## src/power_mode_pkg.sv

```systemverilog
// constants for the power-saving mode controller
package power_mode_pkg;
  localparam logic [7:0] PowerControlAddr  = 8'h87;
  localparam logic [7:0] PowerControlReset = 8'h00;
  localparam int         IdleBit           = 0;
  localparam int         PowerdownBit      = 1;
  localparam int         FlagZeroBit       = 2;
  localparam int         FlagOneBit        = 3;
  localparam int         SmodBit           = 7;
  localparam logic [7:0] WritableMask      = 8'h8f;
  // reserved bits 6..4 read as zero
  localparam int         OscPeriodsPerMc   = 12;
  localparam int         ResetMachineCycles = 2;
  localparam int         ClockHz           = 40000000;
  localparam int         OscStableMs       = 10;
  localparam int         OscStableCycles   = ClockHz / 1000 * OscStableMs;
  localparam logic [7:0] MapReadUnmapped   = 8'h00;
  typedef enum logic [1:0] {ModeRun, ModeIdle, ModePowerdown} power_mode_e;
endpackage

```

## src/restart_timer.sv

```systemverilog
// counter that holds the core off while the oscillator restarts
`timescale 1ns/10ps
module restart_timer #(
  parameter int Cycles = 16
) (
  input  wire logic clock,
  input  wire logic sys_rst,
  input  wire logic start,
  output logic      busy
);
  logic [31:0] count_r;

  // loads on start, counts to zero; busy while nonzero
  always_ff @(posedge clock or posedge sys_rst) begin
    if (sys_rst) begin
      count_r <= 32'h0;
    end else if (start) begin
      count_r <= 32'(Cycles);
    end else if (count_r != 32'h0) begin
      count_r <= count_r - 32'h1;
    end
  end

  // start counts as busy so the cpu clock stays off during reset and the load cycle
  assign busy = start | (count_r != 32'h0);
endmodule

```

## src/power_saving_mode_control.sv

```systemverilog
// power-saving mode controller with power control register on avalon-mm
//
// Register access over Avalon-MM was chosen for this implementation.
`timescale 1ns/10ps
module power_saving_mode_control #(
  parameter int OscRestartCycles = power_mode_pkg::OscStableCycles,
  parameter int PortWidth        = 8
) (
  input  wire logic                 clock,
  input  wire logic                 sys_rst,
  // avalon-mm slave
  input  wire logic [7:0]           address,
  input  wire logic                 read,
  input  wire logic                 write,
  input  wire logic [7:0]           writedata,
  output logic      [7:0]           readdata,
  output logic                      waitrequest,
  // core side
  input  wire logic                 interruptPending,
  input  wire logic                 cpuAleActive,
  input  wire logic                 cpuProgramStoreStrobeActive,
  input  wire logic [PortWidth-1:0] portRegister,
  output logic                      cpuClockEnable,
  output logic                      peripheralClockEnable,
  output logic                      oscillatorEnable,
  output logic                      addressLatchStrobe,
  output logic                      program_store_strobe_n,
  output logic [PortWidth-1:0]      portOut,
  output logic                      idleActive,
  output logic                      powerdownActive
);
  power_mode_pkg::power_mode_e mode_r;
  logic [7:0]           power_control_r;
  logic [PortWidth-1:0] portHold_r;
  logic                 ackPhase_r;
  logic                 restartBusy;
  logic                 restartStart_r;
  logic                 regHit;
  logic                 writeTaken;
  logic                 idleReq;
  logic                 downReq;
  logic                 wakeIdle;

  // only the power control address is mapped
  assign regHit     = (address == power_mode_pkg::PowerControlAddr);
  // one wait cycle, answer on the second edge of a request
  assign waitrequest = (read | write) & ~ackPhase_r;
  assign writeTaken = write & ackPhase_r & regHit;
  assign idleReq    = writeTaken & writedata[power_mode_pkg::IdleBit];
  assign downReq    = writeTaken & writedata[power_mode_pkg::PowerdownBit];
  assign wakeIdle   = (mode_r == power_mode_pkg::ModeIdle) & interruptPending;

  // bus handshake phase; it runs in every mode, so accesses also complete in power-down
  always_ff @(posedge clock or posedge sys_rst) begin
    if (sys_rst) begin
      ackPhase_r <= 1'b0;
    end else begin
      ackPhase_r <= (read | write) & ~ackPhase_r;
    end
  end

  // register contents; hardware clear of idle bit wins only over a stale value
  always_ff @(posedge clock or posedge sys_rst) begin
    if (sys_rst) begin
      power_control_r <= power_mode_pkg::PowerControlReset;
    end else if (writeTaken) begin
      power_control_r <= writedata & power_mode_pkg::WritableMask;
    end else if (wakeIdle) begin
      power_control_r[power_mode_pkg::IdleBit] <= 1'b0;
    end
  end

  // read data from flops
  always_ff @(posedge clock or posedge sys_rst) begin
    if (sys_rst) begin
      readdata <= 8'h00;
    end else if (read & ~ackPhase_r) begin
      readdata <= regHit ? power_control_r : power_mode_pkg::MapReadUnmapped;
    end
  end

  // mode sequencing; entry follows the completing write so it is the last one
  always_ff @(posedge clock or posedge sys_rst) begin
    if (sys_rst) begin
      mode_r <= power_mode_pkg::ModeRun;
    end else begin
      unique case (mode_r)
        power_mode_pkg::ModeRun: begin
          if (downReq) begin
            mode_r <= power_mode_pkg::ModePowerdown;
          end else if (idleReq) begin
            mode_r <= power_mode_pkg::ModeIdle;
          end
        end
        power_mode_pkg::ModeIdle: begin
          if (interruptPending) begin
            mode_r <= power_mode_pkg::ModeRun;
          end
        end
        power_mode_pkg::ModePowerdown: begin
          mode_r <= power_mode_pkg::ModePowerdown;
        end
        default: begin
          mode_r <= power_mode_pkg::ModeRun;
        end
      endcase
    end
  end

  // port values captured at idle entry; power-down follows the port register
  always_ff @(posedge clock or posedge sys_rst) begin
    if (sys_rst) begin
      portHold_r <= '1;
    end else if (mode_r == power_mode_pkg::ModeRun) begin
      portHold_r <= portRegister;
    end
  end

  // pin values: frozen copy in idle, live port register otherwise
  always_ff @(posedge clock or posedge sys_rst) begin
    if (sys_rst) begin
      portOut <= '1;
    end else if (mode_r == power_mode_pkg::ModeIdle) begin
      portOut <= portHold_r;
    end else begin
      portOut <= portRegister;
    end
  end

  // oscillator restart after reset; cpu stays stopped until it settles
  always_ff @(posedge clock or posedge sys_rst) begin
    if (sys_rst) begin
      restartStart_r <= 1'b1;
    end else begin
      restartStart_r <= 1'b0;
    end
  end

  // long default count; a bench may shorten it through the parameter
  restart_timer #(
    .Cycles(OscRestartCycles)
  ) u_restart (
    .clock  (clock),
    .sys_rst(sys_rst),
    .start  (restartStart_r),
    .busy   (restartBusy)
  );

  // edges since reset, saturating so a long restart count cannot wrap
  logic [31:0] sinceReset_r;
  always_ff @(posedge clock or posedge sys_rst) begin
    if (sys_rst) begin
      sinceReset_r <= 32'h0;
    end else if (sinceReset_r != 32'hffffffff) begin
      sinceReset_r <= sinceReset_r + 32'h1;
    end
  end

  // mode decode
  assign idleActive      = (mode_r == power_mode_pkg::ModeIdle);
  assign powerdownActive = (mode_r == power_mode_pkg::ModePowerdown);
  // cpu clock gated in idle and power-down, peripherals only in power-down
  assign cpuClockEnable        = ~idleActive & ~powerdownActive & ~restartBusy;
  assign peripheralClockEnable = ~powerdownActive;
  assign oscillatorEnable      = ~powerdownActive;
  // strobes: idle inactive (latch low, store strobe high), power-down both low
  always_comb begin
    if (powerdownActive) begin
      addressLatchStrobe     = 1'b0;
      program_store_strobe_n = 1'b0;
    end else if (idleActive) begin
      addressLatchStrobe     = 1'b0;
      program_store_strobe_n = 1'b1;
    end else begin
      addressLatchStrobe     = cpuAleActive;
      program_store_strobe_n = ~cpuProgramStoreStrobeActive;
    end
  end

  // mode, strobe, port and flag checks
  AST_IDLE_ENTRY: assert property (@(posedge clock) disable iff (sys_rst)
    (idleReq & ~downReq & ~powerdownActive & ~idleActive) |=> idleActive)
    else $error("idle not entered after idle write");
  AST_DOWN_PRIORITY: assert property (@(posedge clock) disable iff (sys_rst)
    (downReq & ~idleActive) |=> powerdownActive)
    else $error("power-down not taken");
  AST_DOWN_STICKY: assert property (@(posedge clock) disable iff (sys_rst)
    powerdownActive |=> powerdownActive && !oscillatorEnable)
    else $error("power-down left without reset");
  AST_DOWN_STROBES: assert property (@(posedge clock) disable iff (sys_rst)
    powerdownActive |-> (!addressLatchStrobe && !program_store_strobe_n))
    else $error("strobes not low in power-down");
  AST_IDLE_STROBES: assert property (@(posedge clock) disable iff (sys_rst)
    idleActive |-> (!addressLatchStrobe && program_store_strobe_n && !cpuClockEnable))
    else $error("idle strobes or clock wrong");
  AST_IDLE_WAKE: assert property (@(posedge clock) disable iff (sys_rst)
    (idleActive && interruptPending) |=> (!idleActive
      && !power_control_r[power_mode_pkg::IdleBit]))
    else $error("interrupt did not end idle");
  AST_IDLE_PERIPH: assert property (@(posedge clock) disable iff (sys_rst)
    idleActive |-> peripheralClockEnable)
    else $error("peripheral clock stopped in idle");
  AST_IDLE_PORTS: assert property (@(posedge clock) disable iff (sys_rst)
    (idleActive && $past(idleActive)) |-> $stable(portOut))
    else $error("ports moved in idle");
  AST_FLAGS: assert property (@(posedge clock) disable iff (sys_rst)
    writeTaken |=> power_control_r[3:2] == $past(writedata[3:2]))
    else $error("general flags not stored");
  AST_DOWN_PORTS: assert property (@(posedge clock) disable iff (sys_rst)
    (powerdownActive && $past(powerdownActive)) |-> portOut == $past(portRegister))
    else $error("ports not following register in power-down");

  // register bus checks
  AST_RESERVED_ZERO: assert property (@(posedge clock) disable iff (sys_rst)
    (power_control_r & ~power_mode_pkg::WritableMask) == 8'h00)
    else $error("reserved power control bits set");
  // a master holds its request, so the second cycle always answers
  AST_BUS_ONE_WAIT: assert property (@(posedge clock) disable iff (sys_rst)
    ((read || write) && waitrequest) ##1 (read || write) |-> !waitrequest)
    else $error("request not answered after one wait cycle");
  AST_READ_DATA: assert property (@(posedge clock) disable iff (sys_rst)
    (read && waitrequest && regHit) |=> readdata == $past(power_control_r))
    else $error("read data does not match power control");
  AST_READ_UNMAPPED: assert property (@(posedge clock) disable iff (sys_rst)
    (read && waitrequest && !regHit) |=> readdata == power_mode_pkg::MapReadUnmapped)
    else $error("unmapped read not zero");
  // read data must stand until the next read is seen
  AST_READ_STABLE: assert property (@(posedge clock) disable iff (sys_rst)
    !(read && waitrequest) |=> $stable(readdata))
    else $error("read data moved without a read");
  // a stray write must not disturb the register
  AST_UNMAPPED_WRITE: assert property (@(posedge clock) disable iff (sys_rst)
    (write && !waitrequest && !regHit && !idleActive) |=> $stable(power_control_r))
    else $error("unmapped write changed power control");
  AST_MODE_BITS: assert property (@(posedge clock) disable iff (sys_rst)
    writeTaken |=> power_control_r == ($past(writedata) & power_mode_pkg::WritableMask))
    else $error("written value not stored");
  // flags change only by software, never by a mode change
  AST_FLAG_KEEP: assert property (@(posedge clock) disable iff (sys_rst)
    !writeTaken |=> $stable(power_control_r[3:2]))
    else $error("general flags changed without a write");

  // idle and run checks
  AST_IDLE_BIT: assert property (@(posedge clock) disable iff (sys_rst)
    idleActive |-> power_control_r[power_mode_pkg::IdleBit])
    else $error("idle mode without idle bit");
  AST_IDLE_STAYS: assert property (@(posedge clock) disable iff (sys_rst)
    (idleActive && !interruptPending) |=> idleActive)
    else $error("idle left without interrupt");
  // oscillator keeps running so a short reset can end idle
  AST_IDLE_OSC: assert property (@(posedge clock) disable iff (sys_rst)
    idleActive |-> oscillatorEnable)
    else $error("oscillator stopped in idle");
  AST_WAKE_CLOCK: assert property (@(posedge clock) disable iff (sys_rst)
    (idleActive && interruptPending && !restartBusy) |=> cpuClockEnable)
    else $error("cpu clock not back after wake");
  // outside the low-power modes the core drives the strobes
  AST_RUN_STROBES: assert property (@(posedge clock) disable iff (sys_rst)
    (!idleActive && !powerdownActive) |-> (addressLatchStrobe == cpuAleActive
      && program_store_strobe_n == !cpuProgramStoreStrobeActive))
    else $error("core strobes not passed through in run");
  AST_RUN_PERIPH: assert property (@(posedge clock) disable iff (sys_rst)
    !powerdownActive |-> peripheralClockEnable)
    else $error("peripheral clock stopped outside power-down");

  // power-down and restart checks
  AST_DOWN_CLOCKS: assert property (@(posedge clock) disable iff (sys_rst)
    powerdownActive |-> (!cpuClockEnable && !peripheralClockEnable))
    else $error("clocks running in power-down");
  AST_OSC_RUN: assert property (@(posedge clock) disable iff (sys_rst)
    !powerdownActive |-> oscillatorEnable)
    else $error("oscillator stopped outside power-down");
  // cpu clock stays off until the restart count has run out
  AST_RESTART_HOLD: assert property (@(posedge clock) disable iff (sys_rst)
    (sinceReset_r <= 32'(OscRestartCycles)) |-> !cpuClockEnable)
    else $error("cpu clock enabled before restart settled");
  AST_RESTART_DONE: assert property (@(posedge clock) disable iff (sys_rst)
    (sinceReset_r > 32'(OscRestartCycles) && !idleActive && !powerdownActive)
      |-> cpuClockEnable)
    else $error("cpu clock still off after restart");

  // scenario covers
  COV_IDLE: cover property (@(posedge clock) disable iff (sys_rst) idleReq ##1 idleActive);
  COV_WAKE: cover property (@(posedge clock) disable iff (sys_rst)
    idleActive ##1 !idleActive);
  COV_DOWN: cover property (@(posedge clock) disable iff (sys_rst) downReq ##1 powerdownActive);
  COV_BOTH: cover property (@(posedge clock) disable iff (sys_rst) idleReq && downReq);
  COV_RESTART: cover property (@(posedge clock) disable iff (sys_rst)
    restartBusy ##1 !restartBusy);
endmodule

```

## config.mk

```make
export PLATFORM = sky130hd
export DESIGN_NAME = power_saving_mode_control
export DESIGN_NICKNAME = d
export VERILOG_FILES = /design/src/power_mode_pkg.sv /design/src/restart_timer.sv /design/src/power_saving_mode_control.sv
export SDC_FILE = /design/constraint.sdc
export NUM_CORES = 1
export LEC_CHECK = 0
export ABC_AREA = 0
export BUFFER_PORTS_ARGS = -buffer_cell sky130_fd_sc_hd__buf_4
export CORE_MARGIN = 3
export CORE_UTILIZATION = 55
export CTS_CLUSTER_SIZE = 10
export DETAILED_ROUTE_END_ITERATION = 7
export PLACE_DENSITY = 0.79
export SYNTH_ARGS = -nofsm -noshare
export SYNTH_HDL_FRONTEND = slang
export SYNTH_SLANG_ARGS = --single-unit
```

## constraint.sdc

```tcl
create_clock -name clock -period 3.4 [get_ports clock]
set_input_delay 0.17 -clock clock [delete_from_list [all_inputs] [get_ports clock]]
set_output_delay 0.17 -clock clock [all_outputs]
set_load 0.02 [all_outputs]
```

* Word-level counts from Yosys, hierarchy flattened
Cells that the tools add are included.
** Cells by class
- Add/sub/neg operators :: 1
- Eq/ne operators :: 5
- Multiplexer cells :: 14
- Bitwise gates (word level) :: 16
- Reduce and logical (&&, ||, !) cells :: 5
** Operators by type and width (count)
- 32-bit 2-to-1 mux :: 2
- 32-bit nonzero test :: 1
- 32-bit by 1-bit subtractor with 32-bit output, second input constant :: 1
- 8-bit 2-to-1 mux :: 2
- 1-bit bitwise AND :: 9
- 8-bit equality test, second input constant :: 1
- 1-bit 2-to-1 mux :: 6
- 2-bit 2-to-1 mux :: 3
- 2-bit case mux with 3 select lines :: 1
- 1-bit NOT :: 5
- 2-bit nonzero test :: 2
- 3-bit != test, second input constant :: 1
- 2-bit by 1-bit equality test with 1-bit output, second input constant :: 1
- 2-bit equality test, second input constant :: 1
- 2-bit zero test :: 1
- 2-bit != test, second input constant :: 1
- 1-bit OR :: 2
- 2-bit AND reduction :: 1
** Storage, ports and cells
- Flip-flop bits (word level) :: 65
- Input bits :: 31
- Word-level logic and storage cells :: 50

* Longest topological paths before layout
- Depth in word-level cells :: 6
- Depth in mapped cells :: 9
- Gate-level depth less buffers :: 8

* Modules after synthesis
Synthesis repeated with hierarchy kept, for this count alone.
** Second synthesis, totals
- Cells, all modules :: 276
- Area, all modules :: 3019.1 um2
** Modules (own cells, without submodules)
- restart_timer :: times used 1, cells each 178, area each 1707.9 um2
- power_saving_mode_control :: times used 1, cells each 98, area each 1311.3 um2

* Least setup slack after synthesis
OpenSTA, ideal clock, no wires.
- Path kind :: reg2reg
- Start :: reg u_restart.count_r[6]
- End :: reg u_restart.count_r[31]
- Setup time :: 78 ps
- Arrival :: 2449 ps
- Path slack :: 873 ps
- Stages on the path, launching flop included :: 9
- Clock period less this slack :: 2527 ps
- Cell sequence :: dfrtp_1 -> or4_1 -> buf_2 -> nor4_4 -> and4_1 -> buf_2 -> nand3_2 -> or4_1 -> a21oi_1
** On the way
- Longest elaborated chain between the ends :: 3
- Elaborated cells on any way between the ends :: 5
** RTL lines
- start: declaration :: RTL line restart_timer.sv:11 : logic [31:0] count_r;
- start signal: assignment :: RTL line restart_timer.sv:18 : count_r <= 32'(Cycles);
- start signal: assignment :: RTL line restart_timer.sv:20 : count_r <= count_r - 32'h1;
- 32-bit by 1-bit subtractor with 32-bit output :: RTL line restart_timer.sv:20
- 32-bit 2-to-1 mux :: RTL line restart_timer.sv:19 : end else if (count_r != 32'h0) begin
- 32-bit 2-to-1 mux :: RTL line restart_timer.sv:17 : end else if (start) begin
Parallel ways exist; a longest one is shown, timed or not. The select of a mux whose other input is x is not followed.
A chain may end at the register's enable or synchronous reset.

* Worst setup path in the final report
- Start :: reg u_restart.count_r[6]
- End :: out cpuClockEnable
** On the way
- Longest elaborated chain between the ends :: 4
** RTL lines
- 32-bit nonzero test :: RTL line restart_timer.sv:25 : assign busy = start | (count_r != 32'h0);
- 1-bit OR :: RTL line restart_timer.sv:25
- 1-bit NOT :: RTL line power_saving_mode_control.sv:163 : assign cpuClockEnable = ~idleActive & ~powerdownActive & ~restartBusy;
- 1-bit bitwise AND :: RTL line power_saving_mode_control.sv:163
- end: declaration :: RTL line power_saving_mode_control.sv:23 : output logic cpuClockEnable,
No other way between the ends.

==> run summary <==
Clock Tree Root - clkbuf_8
Starting Density - 57.4%
Max Cap Viol - 0
Post-route ant nets - 0
Antenna violations before repair - 0
Final count of pins violating max slew - 0
Layout cell share with drive strength beyond 1 - 32.7%
Die Wd - 79.3 um
Crit Path Max Fanout - 10
Top FF cell, synth - dfrtp_1
DP HPWL - 3.90 mm
Ys async rst share - 100%
Setup bufs post-CTS - 0
Slowest-stage cell, CP - or4_1
Final estimated routing congestion in global placement - 0.758
Skew-Pair Late Insertion Delay - 0.35 ns
Cts bufs inserted - 9
Post-Route Skew - 0.0135 ns
Tmin final - 3.03 ns
Final setup vio count - 0
Fmax achieved - 330 MHz
Min-Delay Path Class - in2async
CTS hold repair buffers - 0
Reg clk slew, reported paths - 0.08 ns
Worst setup EP type - primary output
CP startpoint kind - register
Crit path cell chain - or4_1 -> nor4_4 -> nand3_1 -> nand2b_1 -> nor3_1 -> buf_4
Seq/Total Area, Yosys - 53.3%
Register area - 0.00157 mm2
Detailed-router iteration count before antenna repair - 4
CP required - 3.23 ns
Routed vias/inst - 5.41
Fin nets - 357
Status - finished, violations left
Die Y - 79.3 um
I/O Pins - 55
Rows - 26
Number of DRC markers in iteration 0 - 139
Setup TNS - 0 ns
Largest net degree at the start of global routing - 42
Post-synth EDFFs - 0
Die area - 0.00628 mm2
Slew margin rel. - 46.6%
P&R area growth vs syn - 21.6%
TritonCTS clock tree - yes
Gate count of the mapped netlist - 271
Fin. Hold Viols - 18
First-pass GRT wire length - 9.59 mm
Lkg Pwr - 1.59 nW
CP max stage delay - 0.67 ns
Worst Max-Slew Pin Slew - 0.800 ns
Port buffer count - 48
Clock Tree Buf Depth - 2
Yosys reg bits - 62
Failing checks - hold timing
Mapped cell area - 0.00295 mm2
Hold slack - -0.0282 ns
Final non-filler cell total - 397
Core ar. - 0.00514 mm2
Placed cell count - 381
GRT Overall Usage - 20.1%
Post-CTS sizing - 0
Peak VDD IR - 491 uV
Vias in the first global route - 2111
Yosys cell types - 41
# DRC - 0
Multi-input logic area - 0.00129 mm2
Worst Setup Path Type - reg2out
N_diodes - 0
Total grt overflow - 0
Average wire per standard cell - 14.5 um
H-tree Lvls - 3
Final period util - 89.1%
Pre-CTS setup slack - 0.662 ns
Ys Warns - 0
# clock sinks - 62
Vias after detailed routing - 2146
Pwr/cell area - 555 mW/mm2
Filler Cell Count - 398
RSZ-0062 raised after global routing - false
Post-route setup slack - 0.370 ns
Mean Syn Cell Area - 10.9 um2
CP arrival - 2.86 ns
WL final - 5.74 mm
[power by group]
group / internal (W) / total, W / switching [W]
clock network: 0.000418 / 0.000700 / 0.000283
logic: 0.000179 / 0.000375 / 0.000196
registers: 0.000861 / 0.000918 / 0.0000566
total: 0.00146 / 0.00199 / 0.000535
[synthesized netlist by cell type (5+ instances only)]
master / count / share of area, %
xor2_1: 14 / 4.2
nand2b_1: 10 / 2.1
dfstp_2: 17 / 15
dfrtp_1: 45 / 38
a22o_1: 7 / 2.1
and3_1: 6 / 1.3
nor3_1: 9 / 1.5
nor4_1: 6 / 1.3
nand3_1: 7 / 1.2
a21oi_1: 12 / 2.0
mux2_2: 19 / 7.2
or3_1: 5 / 1.1
xnor2_1: 7 / 2.1
nand2_1: 11 / 1.4
or4_1: 5 / 1.3
inv_1: 8 / 1.0
nor2_1: 30 / 3.8
clkbuf_1: 8 / 1.0
[metal layers]
metal | up-vias | GRT usage, % | routed length [um]
met5 | - | 0 | 0
met4 | 0 | 9.28 | 102
met3 | 8 | 7.14 | 322
met2 | 42 | 31.6 | 2820
met1 | 1046 | 24.8 | 2490
li1 | 1050 | - | -
[worst paths after layout]
path                                       from  cells after the start               endpoint  slack [ns]
setup / recovery           u_restart.count_r[6]                      6         cpuClockEnable        0.37
hold / removal                          sys_rst                      2     power_control_r[3]       -0.03
setup reg to reg           u_restart.count_r[6]                      6  u_restart.count_r[31]        0.64
hold reg to reg                      ackPhase_r                      1             ackPhase_r        0.47
max in group asynchronous               sys_rst                      3  u_restart.count_r[13]        2.75
min in group clock                 writedata[3]                      2     power_control_r[3]        0.04
[worst max-delay path: cells and delay by family, from the launching register on]
kind                   cells  cell delay (ns)
flip-flops                 1             0.40
AND/OR/NAND/NOR            5             1.93
buffers and inverters      1             0.19
[per-stage QoR]
stage	area, um2	utilization, %	power (W)
3_3_place_gp	3360	65.4	0.00129
5_1_grt	3590	69.8	0.00208
4_1_cts	3590	69.8	0.00200
2_1_floorplan	2960	-	0.00119
6_report	3590	69.8	0.00199
3_5_place_dp	3360	65.4	0.00131
[layout by cell type, fill, tap and decap left out, drive strengths merged, types with 3 or more instances in the layout]
| cell type | instances |
|---|---|
| conb | 4 |
| ha | 4 |
| a22o | 7 |
| nand2 | 11 |
| nor2 | 30 |
| or4 | 5 |
| nor3 | 9 |
| buf | 51 |
| mux2 | 19 |
| dfrtp | 45 |
| dfstp | 17 |
| nor4 | 8 |
| nand3 | 8 |
| nand4b | 3 |
| or3 | 5 |
| and3 | 6 |
| inv | 8 |
| nand4 | 4 |
| o21ai | 4 |
| xnor2 | 7 |
| clkbuf | 15 |
| a21oi | 12 |
| o31ai | 4 |
| xor2 | 14 |
| nand2b | 10 |
[state kept, by name (all words and copies together), names as in the netlist]
register	count
ackPhase_r	1
u_restart.count_r	32
readdata	5
power_control_r	5
portHold_r	8
restartStart_r	1
mode_r	2
portOut	8
[layout make-up]
type / instances / share of cell area, %
Tap cell: 70 / 2.44
Clock buffer: 15 / 6.14
Inverter: 8 / 0.837
Timing Repair Buffer: 51 / 10.7
Multi-Input combinational cell: 190 / 35.9
Clock inverter: 1 / 0.139
Sequential cell: 62 / 43.8
[kinds of logic (layout without fill, tap and decap cells)]
kind of cell / after synthesis / in the layout / synth area share [%]
muxes: 20 / 20 / 7.59
adders and majority gates: 4 / 4 / 1.70
buffers and inverters: 22 / 75 / 3.39
DFF: 62 / 62 / 53.3
AOI/OAI and AO/OA: 32 / 32 / 7.08
xor gates and xnor gates: 21 / 21 / 6.23
and+or+nand+nor: 109 / 109 / 20.6
other: 1 / 4 / 0.127
Note: power is estimated with default switching activity, not from simulation.
